[src/serial_channel_defines.svh]
// Purpose: Named offsets, fields and counts of the serial channel
// Assumes: Included by bare name from the channel source
// Notes:   Register offsets are APB byte addresses
`ifndef SERIAL_CHANNEL_DEFINES_SVH
`define SERIAL_CHANNEL_DEFINES_SVH

// Register byte offsets
`define REG_DATA     8'h00
`define REG_MODE1    8'h04
`define REG_MODE2    8'h08
`define REG_STAT     8'h0c
`define REG_CMD      8'h10
`define REG_CSEL     8'h14
`define REG_PINSEL   8'h18
`define REG_LSET     8'h1c
`define REG_LCLR     8'h20
`define REG_IEN      8'h24

// Command bits
`define CMD_RX_EN    0
`define CMD_RX_DIS   1
`define CMD_TX_EN    2
`define CMD_TX_DIS   3
`define CMD_ERR_CLR  4

// First mode register fields
`define M1_RXRTS     7
`define M1_RXSEL     6
`define M1_PAR       4:3
`define M1_PTYPE     2
`define M1_BITS      1:0

// Second mode register fields
`define M2_CHMODE    7:6
`define M2_TXRTS     5
`define M2_STOP_HI   3
`define M2_STOP_LO   2:0

// Clock select fields
`define CS_RXSRC     1:0
`define CS_RX1X      2
`define CS_TXSRC     5:4
`define CS_TX1X      6

// Pin function select fields
`define PS_OP7       7
`define PS_OP6       6
`define PS_OP5       5
`define PS_OP4       4
`define PS_OP3       3:2
`define PS_OP2       1:0

// Interrupt enable bit
`define IEN_TX       0

// Encodings
`define PAR_WITH     2'b00
`define PAR_FORCE    2'b01
`define PAR_NONE     2'b10
`define PAR_MDROP    2'b11
`define CH_NORMAL    2'b00
`define CH_ECHO      2'b01
`define CH_LLOOP     2'b10
`define CH_RLOOP     2'b11
`define SRC_BAUD     2'b00
`define SRC_CT       2'b01
`define SRC_EXT      2'b10
`define FN_LATCH     2'b00
`define FN_ALT1      2'b01
`define FN_ALT2      2'b10
`define FN_ALT3      2'b11

// Counts and fixed values
`define OVS_FIRST    4'h1
`define OVS_SEVENTH  4'h6
`define OVS_LAST     4'hf
`define BIT16_LAST   5'h0f
`define BIT1_LAST    5'h00
`define HALF_DIV     3'h7
`define FIFO_DEPTH   2'h3
`define BREAK_CHAR   8'h00
`define MARK         1'b1
`define SPACE        1'b0
`define PINS_RESET   8'hff
`define PAD24        24'h00_0000

`endif

[src/serial_channel_pkg.sv]
// Purpose: Types of the serial channel
// Assumes: Nothing beyond SystemVerilog packages
// Notes:   The whole channel state is one packed struct
package serial_channel_pkg;

	typedef enum logic [2:0] {TX_IDLE, TX_START, TX_DATA, TX_PAR, TX_STOP}
		tx_state_t;
	typedef enum logic [2:0]
		{RX_IDLE, RX_START, RX_DATA, RX_PAR, RX_STOP, RX_BREAK} rx_state_t;

	typedef struct packed {
		logic        psel;
		logic        penable;
		logic        pwrite;
		logic [7:0]  paddr;
		logic [31:0] pwdata;
	} apb_req_t;

	typedef struct packed {
		logic [31:0] prdata;
		logic        pready;
		logic        pslverr;
	} apb_rsp_t;

	typedef struct packed {
		apb_rsp_t       apb;
		logic [7:0]     mode1, mode2, csel, pinsel, latch, ien;
		logic           tx_en, rx_en;
		logic [7:0]     hold;
		logic           hold_v;
		tx_state_t      tst;
		logic [7:0]     tsh;
		logic [2:0]     tbit;
		logic [4:0]     tsub;
		logic           tpar, txd;
		rx_state_t      rst;
		logic [7:0]     rsh;
		logic [2:0]     rbit;
		logic [3:0]     rsub;
		logic           rpar, rperr, rall;
		logic [2:0][7:0] fifo;
		logic [1:0]     cnt;
		logic           f_brk, f_frm, f_par, f_ovr;
		logic           ext_prev, txc16, txc1, rxc1;
		logic [3:0]     tdiv, rdiv;
		logic           serial_out, irq;
		logic [7:0]     pins;
	} state_t;

endpackage

[src/serial_channel.sv]
// Purpose: One asynchronous serial channel with APB registers
// Assumes: All inputs synchronous to CLK_IN; tick inputs are pulses
// Notes:   Bit clocks are enable pulses, never clocks
//
// Functional notes
// - Bits 7..4 pick latch or ready flags
// - Two-bit fields pick sources of pins 3, 2
// - Pins 0, 1 become RTS when enabled
// - Clock source and mode chosen independently
// - Normal, loop, echo and multidrop modes
// - Transmit holding stage is one-character FIFO
// - Written character moves to shifter, shifts out
// - Idle or disabled transmitter holds line high
// - One bit-period low start bit first
// - Data bits go out LSB first
// - Parity bit follows MSB, precedes stop
// - Interrupt when both transmit stages empty
// - Disable drains holding and shift stages
// - No writes accepted after disable
// - Received characters pass a three-deep FIFO
// - Data read pops FIFO head
// - Receiver idle while line marks
// - Start valid if low at seventh oversample
// - High at seventh sample means noise
// - Later bits sampled per period, mid-bit
// - Oversampling repeats on every start bit
// - Good character needs mark stop, valid parity
// - Receiver computes parity when enabled
// - Flags for frame, parity, overrun faults
// - Break flags, loads break, waits for mark
// - Two-bit field sets five to eight bits
//
// The APB register port and the register offsets are this design's own decisions.
`include "serial_channel_defines.svh"
`timescale 1ns/100ps
`default_nettype none

module serial_channel
	import serial_channel_pkg::*;
(
	// Clock and reset
	input  wire logic        CLK_IN,
	input  wire logic        RST_N_IN,
	// APB slave
	input  wire logic        PSEL_IN,
	input  wire logic        PENABLE_IN,
	input  wire logic        PWRITE_IN,
	input  wire logic [7:0]  PADDR_IN,
	input  wire logic [31:0] PWDATA_IN,
	output logic      [31:0] PRDATA_OUT,
	output logic             PREADY_OUT,
	output logic             PSLVERR_OUT,
	// Bit clock sources
	input  wire logic        BAUD_TICK_IN,
	input  wire logic        CT_TICK_IN,
	input  wire logic        EXT_CLK_IN,
	// Serial line
	input  wire logic        SERIAL_IN,
	output logic             SERIAL_OUT,
	// Other channel and counter/timer
	input  wire logic        CT_OUT_IN,
	input  wire logic        PEER_TX_READY_IN,
	input  wire logic        PEER_RX_READY_IN,
	input  wire logic        PEER_TXC_IN,
	input  wire logic        PEER_RXC_IN,
	input  wire logic        PEER_RTS_EN_IN,
	input  wire logic        PEER_RTS_N_IN,
	// Output port and transmit interrupt
	output logic      [7:0]  OUT_PIN_OUT,
	output logic             TX_IRQ_OUT
);

////////////////////////////////////////////////////////////////////////////
// Declarations

state_t      q;
state_t      n;
apb_req_t    req;
logic        setup;
logic        acc;
logic        hit;
logic [31:0] rdat;
logic        ext_tick;
logic        ttick;
logic        rtick;
logic        tx1x;
logic        rx1x;
logic        rin;
logic        rxon;
logic        smp;
logic        tend;
logic        load;
logic        pbit;
logic        push;
logic [7:0]  pval;
logic [4:0]  tlim;
logic [2:0]  nlast;
logic [1:0]  pmode;
logic        txempty;
logic        txrdy;
logic        full;
logic        rxrf;
logic        rts_on;
logic        p3;
logic        p2;

function automatic logic pick(input logic [1:0] src, input logic b,
	input logic c, input logic e);
	case (src)
		`SRC_BAUD: pick = b;
		`SRC_CT:   pick = c;
		`SRC_EXT:  pick = e;
		default:   pick = 1'b0;
	endcase
endfunction

assign req = '{psel: PSEL_IN, penable: PENABLE_IN, pwrite: PWRITE_IN,
	paddr: PADDR_IN, pwdata: PWDATA_IN};

////////////////////////////////////////////////////////////////////////////
// Next state

always_comb
begin
	n = q;
	push = 1'b0;
	pval = `BREAK_CHAR;
	pmode = q.mode1[`M1_PAR];
	nlast = {1'b1, q.mode1[`M1_BITS]};
	setup = req.psel & ~req.penable;
	acc = req.psel & req.penable & q.apb.pready;
	ext_tick = EXT_CLK_IN & ~q.ext_prev;
	n.ext_prev = EXT_CLK_IN;
	// Each direction has its own source and rate
	tx1x = q.csel[`CS_TX1X];
	rx1x = q.csel[`CS_RX1X];
	ttick = pick(q.csel[`CS_TXSRC], BAUD_TICK_IN, CT_TICK_IN, ext_tick);
	rtick = pick(q.csel[`CS_RXSRC], BAUD_TICK_IN, CT_TICK_IN, ext_tick);

	// Register decode; answer in the first cycle of the access phase
	hit = 1'b1;
	rdat = '0;
	case (req.paddr)
		`REG_DATA:  rdat = {`PAD24, q.fifo[0]};
		`REG_MODE1: rdat = {`PAD24, q.mode1};
		`REG_MODE2: rdat = {`PAD24, q.mode2};
		`REG_STAT:  rdat = {`PAD24, q.f_brk, q.f_frm, q.f_par, q.f_ovr,
			~q.hold_v & (q.tst == TX_IDLE), ~q.hold_v & q.tx_en,
			q.cnt == `FIFO_DEPTH, q.cnt != '0};
		`REG_CSEL:  rdat = {`PAD24, q.csel};
		`REG_IEN:   rdat = {`PAD24, q.ien};
		`REG_CMD, `REG_PINSEL, `REG_LSET, `REG_LCLR: rdat = '0;
		default:    hit = 1'b0;
	endcase
	n.apb.pready = setup;
	if (setup)
	begin
		n.apb.prdata = rdat;
		n.apb.pslverr = ~hit;
	end

	if (acc && req.pwrite)
	begin
		case (req.paddr)
			`REG_MODE1:  n.mode1 = req.pwdata[7:0];
			`REG_MODE2:  n.mode2 = req.pwdata[7:0];
			`REG_CSEL:   n.csel = req.pwdata[7:0];
			`REG_PINSEL: n.pinsel = req.pwdata[7:0];
			`REG_LSET:   n.latch = q.latch | req.pwdata[7:0];
			`REG_LCLR:   n.latch = q.latch & ~req.pwdata[7:0];
			`REG_IEN:    n.ien = req.pwdata[7:0];
			`REG_CMD:
			begin
				if (req.pwdata[`CMD_RX_EN])
					n.rx_en = 1'b1;
				if (req.pwdata[`CMD_RX_DIS])
					n.rx_en = 1'b0;
				if (req.pwdata[`CMD_TX_EN])
					n.tx_en = 1'b1;
				// Stages keep draining; only new writes stop
				if (req.pwdata[`CMD_TX_DIS])
					n.tx_en = 1'b0;
				if (req.pwdata[`CMD_ERR_CLR])
				begin
					n.f_brk = 1'b0;
					n.f_frm = 1'b0;
					n.f_par = 1'b0;
					n.f_ovr = 1'b0;
				end
			end
			default: ;
		endcase
	end

	// Pop the head on a data read
	if (acc && !req.pwrite && req.paddr == `REG_DATA && q.cnt != '0)
	begin
		n.fifo[0] = q.fifo[1];
		n.fifo[1] = q.fifo[2];
		n.cnt = q.cnt - 2'h1;
	end

	////////////////////////////////////////////////////////////////////
	// Transmitter

	if (q.tst == TX_STOP)
		tlim = tx1x ? {4'h0, q.mode2[`M2_STOP_HI]} :
			{q.mode2[`M2_STOP_HI], 1'b1, q.mode2[`M2_STOP_LO]};
	else
		tlim = tx1x ? `BIT1_LAST : `BIT16_LAST;
	tend = ttick & (q.tsub == tlim) & (q.tst != TX_IDLE);
	load = q.hold_v & ((q.tst == TX_IDLE) | ((q.tst == TX_STOP) & tend));
	if (load)
	begin
		n.tsh = q.hold;
		n.hold_v = 1'b0;
		n.tst = TX_START;
		n.tsub = '0;
		n.tbit = '0;
		n.tpar = 1'b0;
	end
	else if (tend)
	begin
		n.tsub = '0;
		unique case (q.tst)
			TX_START: n.tst = TX_DATA;
			TX_DATA:
			begin
				n.tpar = q.tpar ^ q.tsh[0];
				n.tsh = q.tsh >> 1;
				if (q.tbit == nlast)
					n.tst = (pmode == `PAR_NONE) ? TX_STOP : TX_PAR;
				else
					n.tbit = q.tbit + 3'h1;
			end
			TX_PAR: n.tst = TX_STOP;
			TX_STOP, TX_IDLE: n.tst = TX_IDLE;
		endcase
	end
	else if (ttick && q.tst != TX_IDLE)
		n.tsub = q.tsub + 5'h01;

	// Holding stage refills in the cycle it empties
	if (acc && req.pwrite && req.paddr == `REG_DATA && q.tx_en
		&& !n.hold_v)
	begin
		n.hold = req.pwdata[7:0];
		n.hold_v = 1'b1;
	end

	// Multidrop sends the address/data flag in the parity slot
	pbit = (pmode == `PAR_WITH) ? n.tpar ^ q.mode1[`M1_PTYPE] :
		q.mode1[`M1_PTYPE];
	unique case (n.tst)
		TX_START: n.txd = `SPACE;
		TX_DATA:  n.txd = n.tsh[0];
		TX_PAR:   n.txd = pbit;
		TX_STOP, TX_IDLE: n.txd = `MARK;
	endcase

	unique case (q.mode2[`M2_CHMODE])
		`CH_NORMAL: n.serial_out = n.txd;
		`CH_LLOOP:  n.serial_out = `MARK;
		`CH_ECHO, `CH_RLOOP: n.serial_out = SERIAL_IN;
	endcase

	////////////////////////////////////////////////////////////////////
	// Receiver

	rin = (q.mode2[`M2_CHMODE] == `CH_LLOOP) ? q.txd : SERIAL_IN;
	rxon = q.rx_en & (q.mode2[`M2_CHMODE] != `CH_RLOOP);
	smp = rtick & (rx1x | (q.rsub == `OVS_LAST));
	if (rtick && (q.rst == RX_DATA || q.rst == RX_PAR || q.rst == RX_STOP))
		n.rsub = q.rsub + 4'h1;
	unique case (q.rst)
		RX_IDLE:
		begin
			// Mark level leaves the receiver parked
			if (rxon && rtick && rin == `SPACE)
			begin
				n.rall = 1'b1;
				n.rpar = 1'b0;
				n.rperr = 1'b0;
				n.rbit = '0;
				n.rsub = `OVS_FIRST;
				n.rst = rx1x ? RX_DATA : RX_START;
			end
		end
		RX_START:
		begin
			if (rtick)
			begin
				if (q.rsub == `OVS_SEVENTH)
				begin
					n.rsub = '0;
					n.rst = rin ? RX_IDLE : RX_DATA;
				end
				else
					n.rsub = q.rsub + 4'h1;
			end
		end
		RX_DATA:
		begin
			if (smp)
			begin
				n.rsh = {rin, q.rsh[7:1]};
				n.rpar = q.rpar ^ rin;
				n.rall = q.rall & ~rin;
				if (q.rbit == nlast)
					n.rst = (pmode == `PAR_NONE) ? RX_STOP : RX_PAR;
				else
					n.rbit = q.rbit + 3'h1;
			end
		end
		RX_PAR:
		begin
			if (smp)
			begin
				n.rperr = (pmode == `PAR_WITH) & (q.rpar ^ rin ^
					q.mode1[`M1_PTYPE]) | (pmode == `PAR_FORCE) &
					(rin ^ q.mode1[`M1_PTYPE]);
				n.rall = q.rall & ~rin;
				n.rst = RX_STOP;
			end
		end
		RX_STOP:
		begin
			if (smp)
			begin
				push = 1'b1;
				if (rin == `SPACE && q.rall)
				begin
					n.f_brk = 1'b1;
					n.rst = RX_BREAK;
				end
				else
				begin
					pval = q.rsh >> (~q.mode1[`M1_BITS]);
					n.f_frm = n.f_frm | ~rin;
					n.f_par = n.f_par | q.rperr;
					n.rst = RX_IDLE;
				end
			end
		end
		RX_BREAK:
			if (rin == `MARK)
				n.rst = RX_IDLE;
		default: n.rst = RX_IDLE;
	endcase

	// A character that finds the FIFO full is lost
	if (push)
	begin
		if (n.cnt == `FIFO_DEPTH)
			n.f_ovr = 1'b1;
		else
		begin
			n.fifo[n.cnt] = pval;
			n.cnt = n.cnt + 2'h1;
		end
	end

	////////////////////////////////////////////////////////////////////
	// Clock outputs, flags, pins

	if (ttick)
	begin
		n.txc16 = ~q.txc16;
		n.tdiv = q.tdiv + 4'h1;
		if (tx1x || q.tdiv[2:0] == `HALF_DIV)
			n.txc1 = ~q.txc1;
	end
	if (rtick)
	begin
		n.rdiv = q.rdiv + 4'h1;
		if (rx1x || q.rdiv[2:0] == `HALF_DIV)
			n.rxc1 = ~q.rxc1;
	end

	txempty = ~n.hold_v & (n.tst == TX_IDLE);
	txrdy = ~n.hold_v & n.tx_en;
	full = n.cnt == `FIFO_DEPTH;
	rxrf = n.mode1[`M1_RXSEL] ? full : (n.cnt != '0);
	n.irq = n.ien[`IEN_TX] & txempty;

	// Flags are active low at the pins, like the latch
	n.pins[7] = ~(n.pinsel[`PS_OP7] ? PEER_TX_READY_IN : n.latch[7]);
	n.pins[6] = ~(n.pinsel[`PS_OP6] ? txrdy : n.latch[6]);
	n.pins[5] = ~(n.pinsel[`PS_OP5] ? PEER_RX_READY_IN : n.latch[5]);
	n.pins[4] = ~(n.pinsel[`PS_OP4] ? rxrf : n.latch[4]);
	unique case (n.pinsel[`PS_OP3])
		`FN_LATCH: p3 = ~n.latch[3];
		`FN_ALT1:  p3 = CT_OUT_IN;
		`FN_ALT2:  p3 = PEER_TXC_IN;
		`FN_ALT3:  p3 = PEER_RXC_IN;
	endcase
	unique case (n.pinsel[`PS_OP2])
		`FN_LATCH: p2 = ~n.latch[2];
		`FN_ALT1:  p2 = n.txc16;
		`FN_ALT2:  p2 = n.txc1;
		`FN_ALT3:  p2 = n.rxc1;
	endcase
	n.pins[3] = p3;
	n.pins[2] = p2;
	// Receiver drops RTS when full; transmitter once drained and off
	rts_on = n.latch[0] & ~(n.mode1[`M1_RXRTS] & full)
		& ~(n.mode2[`M2_TXRTS] & txempty & ~n.tx_en);
	if (n.mode1[`M1_RXRTS] || n.mode2[`M2_TXRTS])
		n.pins[0] = ~rts_on;
	else
		n.pins[0] = ~n.latch[0];
	n.pins[1] = PEER_RTS_EN_IN ? PEER_RTS_N_IN : ~n.latch[1];
end

////////////////////////////////////////////////////////////////////////////
// State register

always_ff @(posedge CLK_IN or negedge RST_N_IN)
begin
	if (!RST_N_IN)
	begin
		q <= '0;
		q.txd <= `MARK;
		q.serial_out <= `MARK;
		q.pins <= `PINS_RESET;
	end
	else
		q <= n;
end

assign PRDATA_OUT = q.apb.prdata;
assign PREADY_OUT = q.apb.pready;
assign PSLVERR_OUT = q.apb.pslverr;
assign SERIAL_OUT = q.serial_out;
assign OUT_PIN_OUT = q.pins;
assign TX_IRQ_OUT = q.irq;

endmodule // serial_channel

`default_nettype wire

[config.mk]
export PLATFORM = sky130hd
export DESIGN_NAME = serial_channel
export DESIGN_NICKNAME = d
export VERILOG_FILES = /design/src/serial_channel_pkg.sv /design/src/serial_channel.sv
export VERILOG_INCLUDE_DIRS = /design/src /design/src/src
export SDC_FILE = /design/constraint.sdc
export NUM_CORES = 1
export LEC_CHECK = 0
export BUFFER_PORTS_ARGS = -buffer_cell sky130_fd_sc_hd__buf_2
export CORE_MARGIN = 3
export CORE_UTILIZATION = 50
export CTS_CLUSTER_SIZE = 8
export DETAILED_ROUTE_END_ITERATION = 12
export PLACE_DENSITY = 0.76
export SLEW_MARGIN = 0
export SYNTH_ARGS = -nofsm -noshare
export SYNTH_HDL_FRONTEND = slang
export SYNTH_SLANG_ARGS = --single-unit
[constraint.sdc]
create_clock -name CLK_IN -period 3.16 [get_ports CLK_IN]
set_clock_uncertainty 0.15 [all_clocks]
set_input_delay 0.474 -clock CLK_IN [delete_from_list [all_inputs] [get_ports CLK_IN]]
set_output_delay 0.474 -clock CLK_IN [all_outputs]
set_load 0.02 [all_outputs]
==> results of run 1 <==
## worst max-delay path, delay by kind of cell (launching register included)
family / cells / cell delay (ns)
AO/OA/AOI/OAI: 4 / 0.87
buffers and inverters: 2 / 0.34
flip-flops: 1 / 0.44
multiplexers: 1 / 0.28
AND/OR/NAND/NOR: 3 / 0.82
## Yosys cell counts, drive strengths merged, types with 5 or more instances
| master | n | area share |
|---|---|---|
| xor2 | 9 | 0.0096 |
| dfrtp | 151 | 0.46 |
| mux2 | 58 | 0.080 |
| a211oi | 17 | 0.016 |
| a22o | 7 | 0.0075 |
| nor2 | 52 | 0.024 |
| clkbuf | 30 | 0.014 |
| a21oi | 35 | 0.021 |
| o21ai | 46 | 0.028 |
| ha | 11 | 0.017 |
| and2 | 10 | 0.0076 |
| a221oi | 10 | 0.011 |
| dfstp | 10 | 0.032 |
| nor3 | 11 | 0.0067 |
| xnor2 | 12 | 0.013 |
| nand2 | 75 | 0.034 |
| nor4b | 5 | 0.0072 |
| nand2b | 9 | 0.0069 |
| nand3 | 22 | 0.013 |
| buf | 44 | 0.039 |
| nand4 | 7 | 0.0053 |
| a22oi | 20 | 0.018 |
| a31oi | 8 | 0.0061 |
| o211ai | 5 | 0.0046 |
| mux2i | 23 | 0.028 |
| inv | 35 | 0.016 |
| o31ai | 6 | 0.0055 |
## flip-flops by register name, indices dropped and copies added (netlist names)
register / cells
q: 137
OUT_PIN_OUT: 8
PRDATA_OUT: 8
nlast: 2
pmode: 2
PREADY_OUT: 1
PSLVERR_OUT: 1
SERIAL_OUT: 1
TX_IRQ_OUT: 1
## path summary, 6_finish.rpt
| check | startpoint | end | slack (ns) |
|---|---|---|---|
| worst min register to register | q[19]$_DFF_PN0_ | q[19]$_DFF_PN0_ | 0.31 |
| max in group asynchronous | RST_N_IN | OUT_PIN_OUT[2]$_DFF_PN1_ | 1.60 |
| worst max-delay path | q[91]$_DFF_PN0_ | SERIAL_OUT$_DFF_PN1_ | 0.16 |
| min in group asynchronous | RST_N_IN | q[76]$_DFFE_PN0P_ | 0.47 |
| worst max register to register | q[91]$_DFF_PN0_ | SERIAL_OUT$_DFF_PN1_ | 0.16 |
| worst min-delay path | PEER_RX_READY_IN | OUT_PIN_OUT[5]$_DFF_PN1_ | 0.03 |
## report_power, final
part	internal, mW	leakage [nW]	switching (mW)
registers	2.25	2.11	0.161
clock network	1.08	0.271	0.864
logic	0.376	2.03	0.495
total	3.71	4.41	1.52
## kinds of logic after synthesis
logic type / count (synthesis) / share of synthesized area
buffers and inverters: 109 / 0.0690
AOI/OAI and AO/OA: 184 / 0.150
other: 1 / 0.000457
xor gates and xnor gates: 21 / 0.0224
and+or+nand+nor: 218 / 0.130
DFF: 161 / 0.492
muxes: 85 / 0.119
adders and majority gates: 11 / 0.0168
## layer usage
layer | global-route usage | vias up | wire, um
li1 | - | 2902 | -
met1 | 0.326 | 3054 | 8850
met2 | 0.333 | 231 | 8570
met3 | 0.0521 | 29 | 1370
met4 | 0.0735 | 0 | 391
met5 | 0 | - | 0
## through the flow
stage | area, um2 | instances | total power [mW] | worst slack, ns | util
floorplan | 8300 | 813 | 3.02 | 0.415 | -
global placement | 8690 | 1044 | 3.26 | 0.189 | 0.543
detailed placement | 8690 | 1044 | 3.29 | 0.119 | 0.543
CTS | 9270 | 1077 | 5.25 | 0.109 | 0.579
global route | 9290 | 1078 | 5.52 | 0.00600 | 0.581
finish | 9290 | 1078 | 5.23 | 0.162 | 0.581
## what timing repair did
item | 4_1_cts | 5_1_grt
hold endpoints to repair | 62 | 0
resized for setup | 0 | 3
endpoints found under the setup margin | 0 | 4
hold buffers | 1 | 0
setup buffers | 0 | 1
## final cells by class
type	instances	area, um2	area share
well taps	216	270	0.0291
flip-flops and latches	161	4040	0.435
clock inverters	12	100	0.0108
clock buffers	20	467	0.0502
inverters	35	131	0.0141
repair buffers	91	577	0.0621
multi-input cells	543	3710	0.399
==> flow_summary.yaml, run 1 <==
timing:
  whs_ns: 0.0287
  report.final.slew_viol_count: 0
  hold_viol: 0
  worst_pin_slew_ns: 0.668
  min_period_ns: 3.00
  setup_viol: 0
  period_share: 0.949
  rsz0062_at_grt: "no"
  fin_setup_tns_ns: 0
  relSlewSlack: 0.553
  max_freq_ghz: 0.334
clocking:
  clockRootBuffer: "clkbuf_16"
  cts_made_buffers: 17
  cts.path.max_buffers: 2
  htree_levels: 4
  path_clk_slew_ns: 0.06
  clk_latency_ns: 0.43
  clock_sinks: 161
  cts_tree: "built"
worst_setup_path:
  start_kind: "flop"
  critPathMaxFanout: 5
  path_class: "flop to flop"
  crit_path_max_incr_delay_ns: 0.49
  crit_top_cell: "buf_4"
  crit_path_end_kind: "flop"
  ff2ff_path_depth: 10
  path_cells: "buf_4, or4b_1, o221ai_1, nand2_1, nand4_1, buf_4, mux2i_1, a21oi_1, o311a_1, a221oi_2"
  cpMaxStageDelayCell: "or4b_1"
  cp.arrival_ns: 3.18
  required_ns: 3.34
synthesis:
  ys_warn_count: 0
  synthCells: 790
  synth.avg_cell_area_um2: 10.4
  synth_edf_count: 0
  yosysSeqAreaShare: 0.492
  synth_ff_type: "dfrtp_1"
  syn_area_um2: 8210
  async_flop_share: 1.00
  synth_seq_cells: 161
  synth_cell_type_count: 63
worst_hold_path:
  hp-class: "primary input to flop"
  holdPathStages: 2
die:
  rows: 46
  fp.dieH_um: 134
  ios: 100
  die_area_um2: 18000
  die_w_um: 134
  initial_core_util: 0.513
  fp.coreArea_um2: 16000
global_route:
  grt_max_degree: 70
  antenna_found_initial: 0
  grt.total_usage: 0.224
  grt_pass1_wl_um: 31700
  grt_pass1_vias: 6043
  grt_remaining_overflow: 0
routing:
  drt_wl_total_um: 19200
  vias: 6216
  wire_per_inst_um: 17.8
  routed_via_density: 5.77
  antenna_left: 0
  drc_errors: 0
  drtIter0Drc: 682
  dr.pass1.iters: 7
final_layout:
  fin_nets: 916
  n_fill_cell: 1385
  syn2layout_area_growth_pct: 13.2
  final_common_cell: "dfrtp_1"
  layout-drive-gt1-share: 0.235
  diodes: 0
  mostFrequentLayoutCells: "151 x dfrtp_1, 75 x nand2_1, 58 x mux2_2, 52 x nor2_1, 50 x buf_2"
pwr:
  leakagePower_nw: 4.41
  p_per_area_nw_per_um2: 563
  irDropWorstVdd_mv: 0.418
place:
  hpwl_um: 13300
  gp_congestion: 0.923
  io_buffers: 51
status:
  status: "finished clean"
job:
  cap_violations: 0
(Power assumes the default switching activity.)
==> run 2: changes to the inputs <==
Settings changed: PLACE_DENSITY 0.76 to default, PLACE_DENSITY_LB_ADDON from default to 0.15.
==> flow_summary.yaml, run 2 (synthesized netlist as in run 1, its figures left out) <==
die:
  die_area_um2: 18000
  fp.coreArea_um2: 16000
  fp.dieH_um: 134
  die_w_um: 134
  rows: 46
  initial_core_util: 0.513
  ios: 100
final_layout:
  layout-drive-gt1-share: 0.234
  mostFrequentLayoutCells: "151 x dfrtp_1, 75 x nand2_1, 58 x mux2_2, 52 x nor2_1, 50 x buf_2"
  diodes: 0
  regMostFlops: "q"
  fin_nets: 914
  largest_register_ffs: 137
  final_common_cell: "dfrtp_1"
  syn2layout_area_growth_pct: 13.2
timing:
  relSlewSlack: 0.441
  hold_viol: 11
  period_share: 0.933
  report.final.slew_viol_count: 0
  whs_ns: -0.0150
  min_period_ns: 2.95
  fin_setup_tns_ns: 0
  max_freq_ghz: 0.339
  layout_setup_ws_ns: 0.211
  worst_pin_slew_ns: 0.839
  setup_viol: 0
  rsz0062_at_grt: "no"
pwr:
  irDropWorstVdd_mv: 0.397
  p_per_area_nw_per_um2: 570
  leakagePower_nw: 4.41
  power_mw: 5.30
place:
  io_buffers: 51
  pre_cts_slack_ns: 0.115
  hpwl_um: 14200
  gp_congestion: 0.900
worst_setup_path:
  r2r_slack_ns: 0.21
  critPathMaxFanout: 9
  path_class: "flop to flop"
  start_kind: "flop"
  cp.arrival_ns: 3.13
  required_ns: 3.34
  crit_path_end_kind: "flop"
global_route:
  antenna_found_initial: 0
  grt_max_degree: 89
  grt_remaining_overflow: 0
  grt_pass1_wl_um: 31700
  grt.total_usage: 0.224
  grt_pass1_vias: 6056
clocking:
  htree_levels: 4
  clock_sinks: 161
  clockRootBuffer: "clkbuf_16"
  cts_made_buffers: 17
  clk_latency_ns: 0.42
  cts.path.max_buffers: 2
  cts_tree: "built"
  path_clk_slew_ns: 0.07
routing:
  dr.pass1.iters: 7
  drt_wl_total_um: 19700
  vias: 6219
  drc_errors: 0
  wire_per_inst_um: 18.3
  routed_via_density: 5.78
  drtIter0Drc: 423
  antenna_left: 0
worst_hold_path:
  hp-class: "primary input to async pin"
status:
  status: "complete, but fails checks"
  violations: "negative hold slack"
job:
  cap_violations: 0
run 2: timing repair:
action / in CTS / in global routing
hold buffers: 0 / 0
endpoints found under the hold margin: 0 / 0
setup buffers: 0 / 2
gates resized for setup: 0 / 2
setup endpoints to repair: 0 / 10
run 2: worst paths after layout:
path / startpoint / end / cells past startpoint
max: q[92]$_DFF_PN0_ / SERIAL_OUT$_DFF_PN1_ / 10
min: RST_N_IN / q[48]$_DFFE_PN0P_ / 1
max reg2reg: q[92]$_DFF_PN0_ / SERIAL_OUT$_DFF_PN1_ / 10
min reg2reg: q[19]$_DFF_PN0_ / q[19]$_DFF_PN0_ / 1
max in group asynchronous: RST_N_IN / OUT_PIN_OUT[7]$_DFF_PN1_ / 2
min in group CLK_IN: PEER_RX_READY_IN / OUT_PIN_OUT[5]$_DFF_PN1_ / 2
run 2: report_power, final:
part	internal, mW	total (mW)	switching (mW)
Clock	1.13	2.03	0.895
Sequential	2.25	2.41	0.160
Combinational	0.370	0.864	0.494
run 2: cell type report:
class	instances	area, um2
clock inverter	14	143
tap	216	270
sequential	161	4040
multi-input combinational	543	3700
fill	1410	6700
clock buffer	18	439
timing repair buffer	89	572
inverter	35	131
run 2: metal layers:
layer / routed length (um) / track usage / up-vias
li1: - / - / 2891
met1: 9160 / 0.334 / 3045
met2: 8860 / 0.337 / 250
met3: 1320 / 0.0375 / 33
met4: 373 / 0.0730 / 0
met5: 0 / 0 / -
run 2: worst max-delay path, stage by stage, from the launching register on:
cell and delay [ns]:
dfrtp_1 0.43, buf_4 0.19, or4b_1 0.54, o221ai_2 0.19
nand2_1 0.09, nand4_1 0.16, buf_4 0.19, mux2i_1 0.27
a21oi_1 0.12, o311a_1 0.30, a221oi_1 0.21
run 2: through the flow:
step | hold WS, ns | cells | utilization | instance area [um2]
6_report | -0.0150 | 1076 | 0.581 | 9300
5_1_grt | 0.0364 | 1076 | 0.581 | 9300
4_1_cts | 0.0173 | 1074 | 0.579 | 9270
3_5_place_dp | 0.307 | 1042 | 0.543 | 8690
3_3_place_gp | 0.308 | 1042 | 0.543 | 8690
2_1_floorplan | 0.0284 | 813 | - | 8300
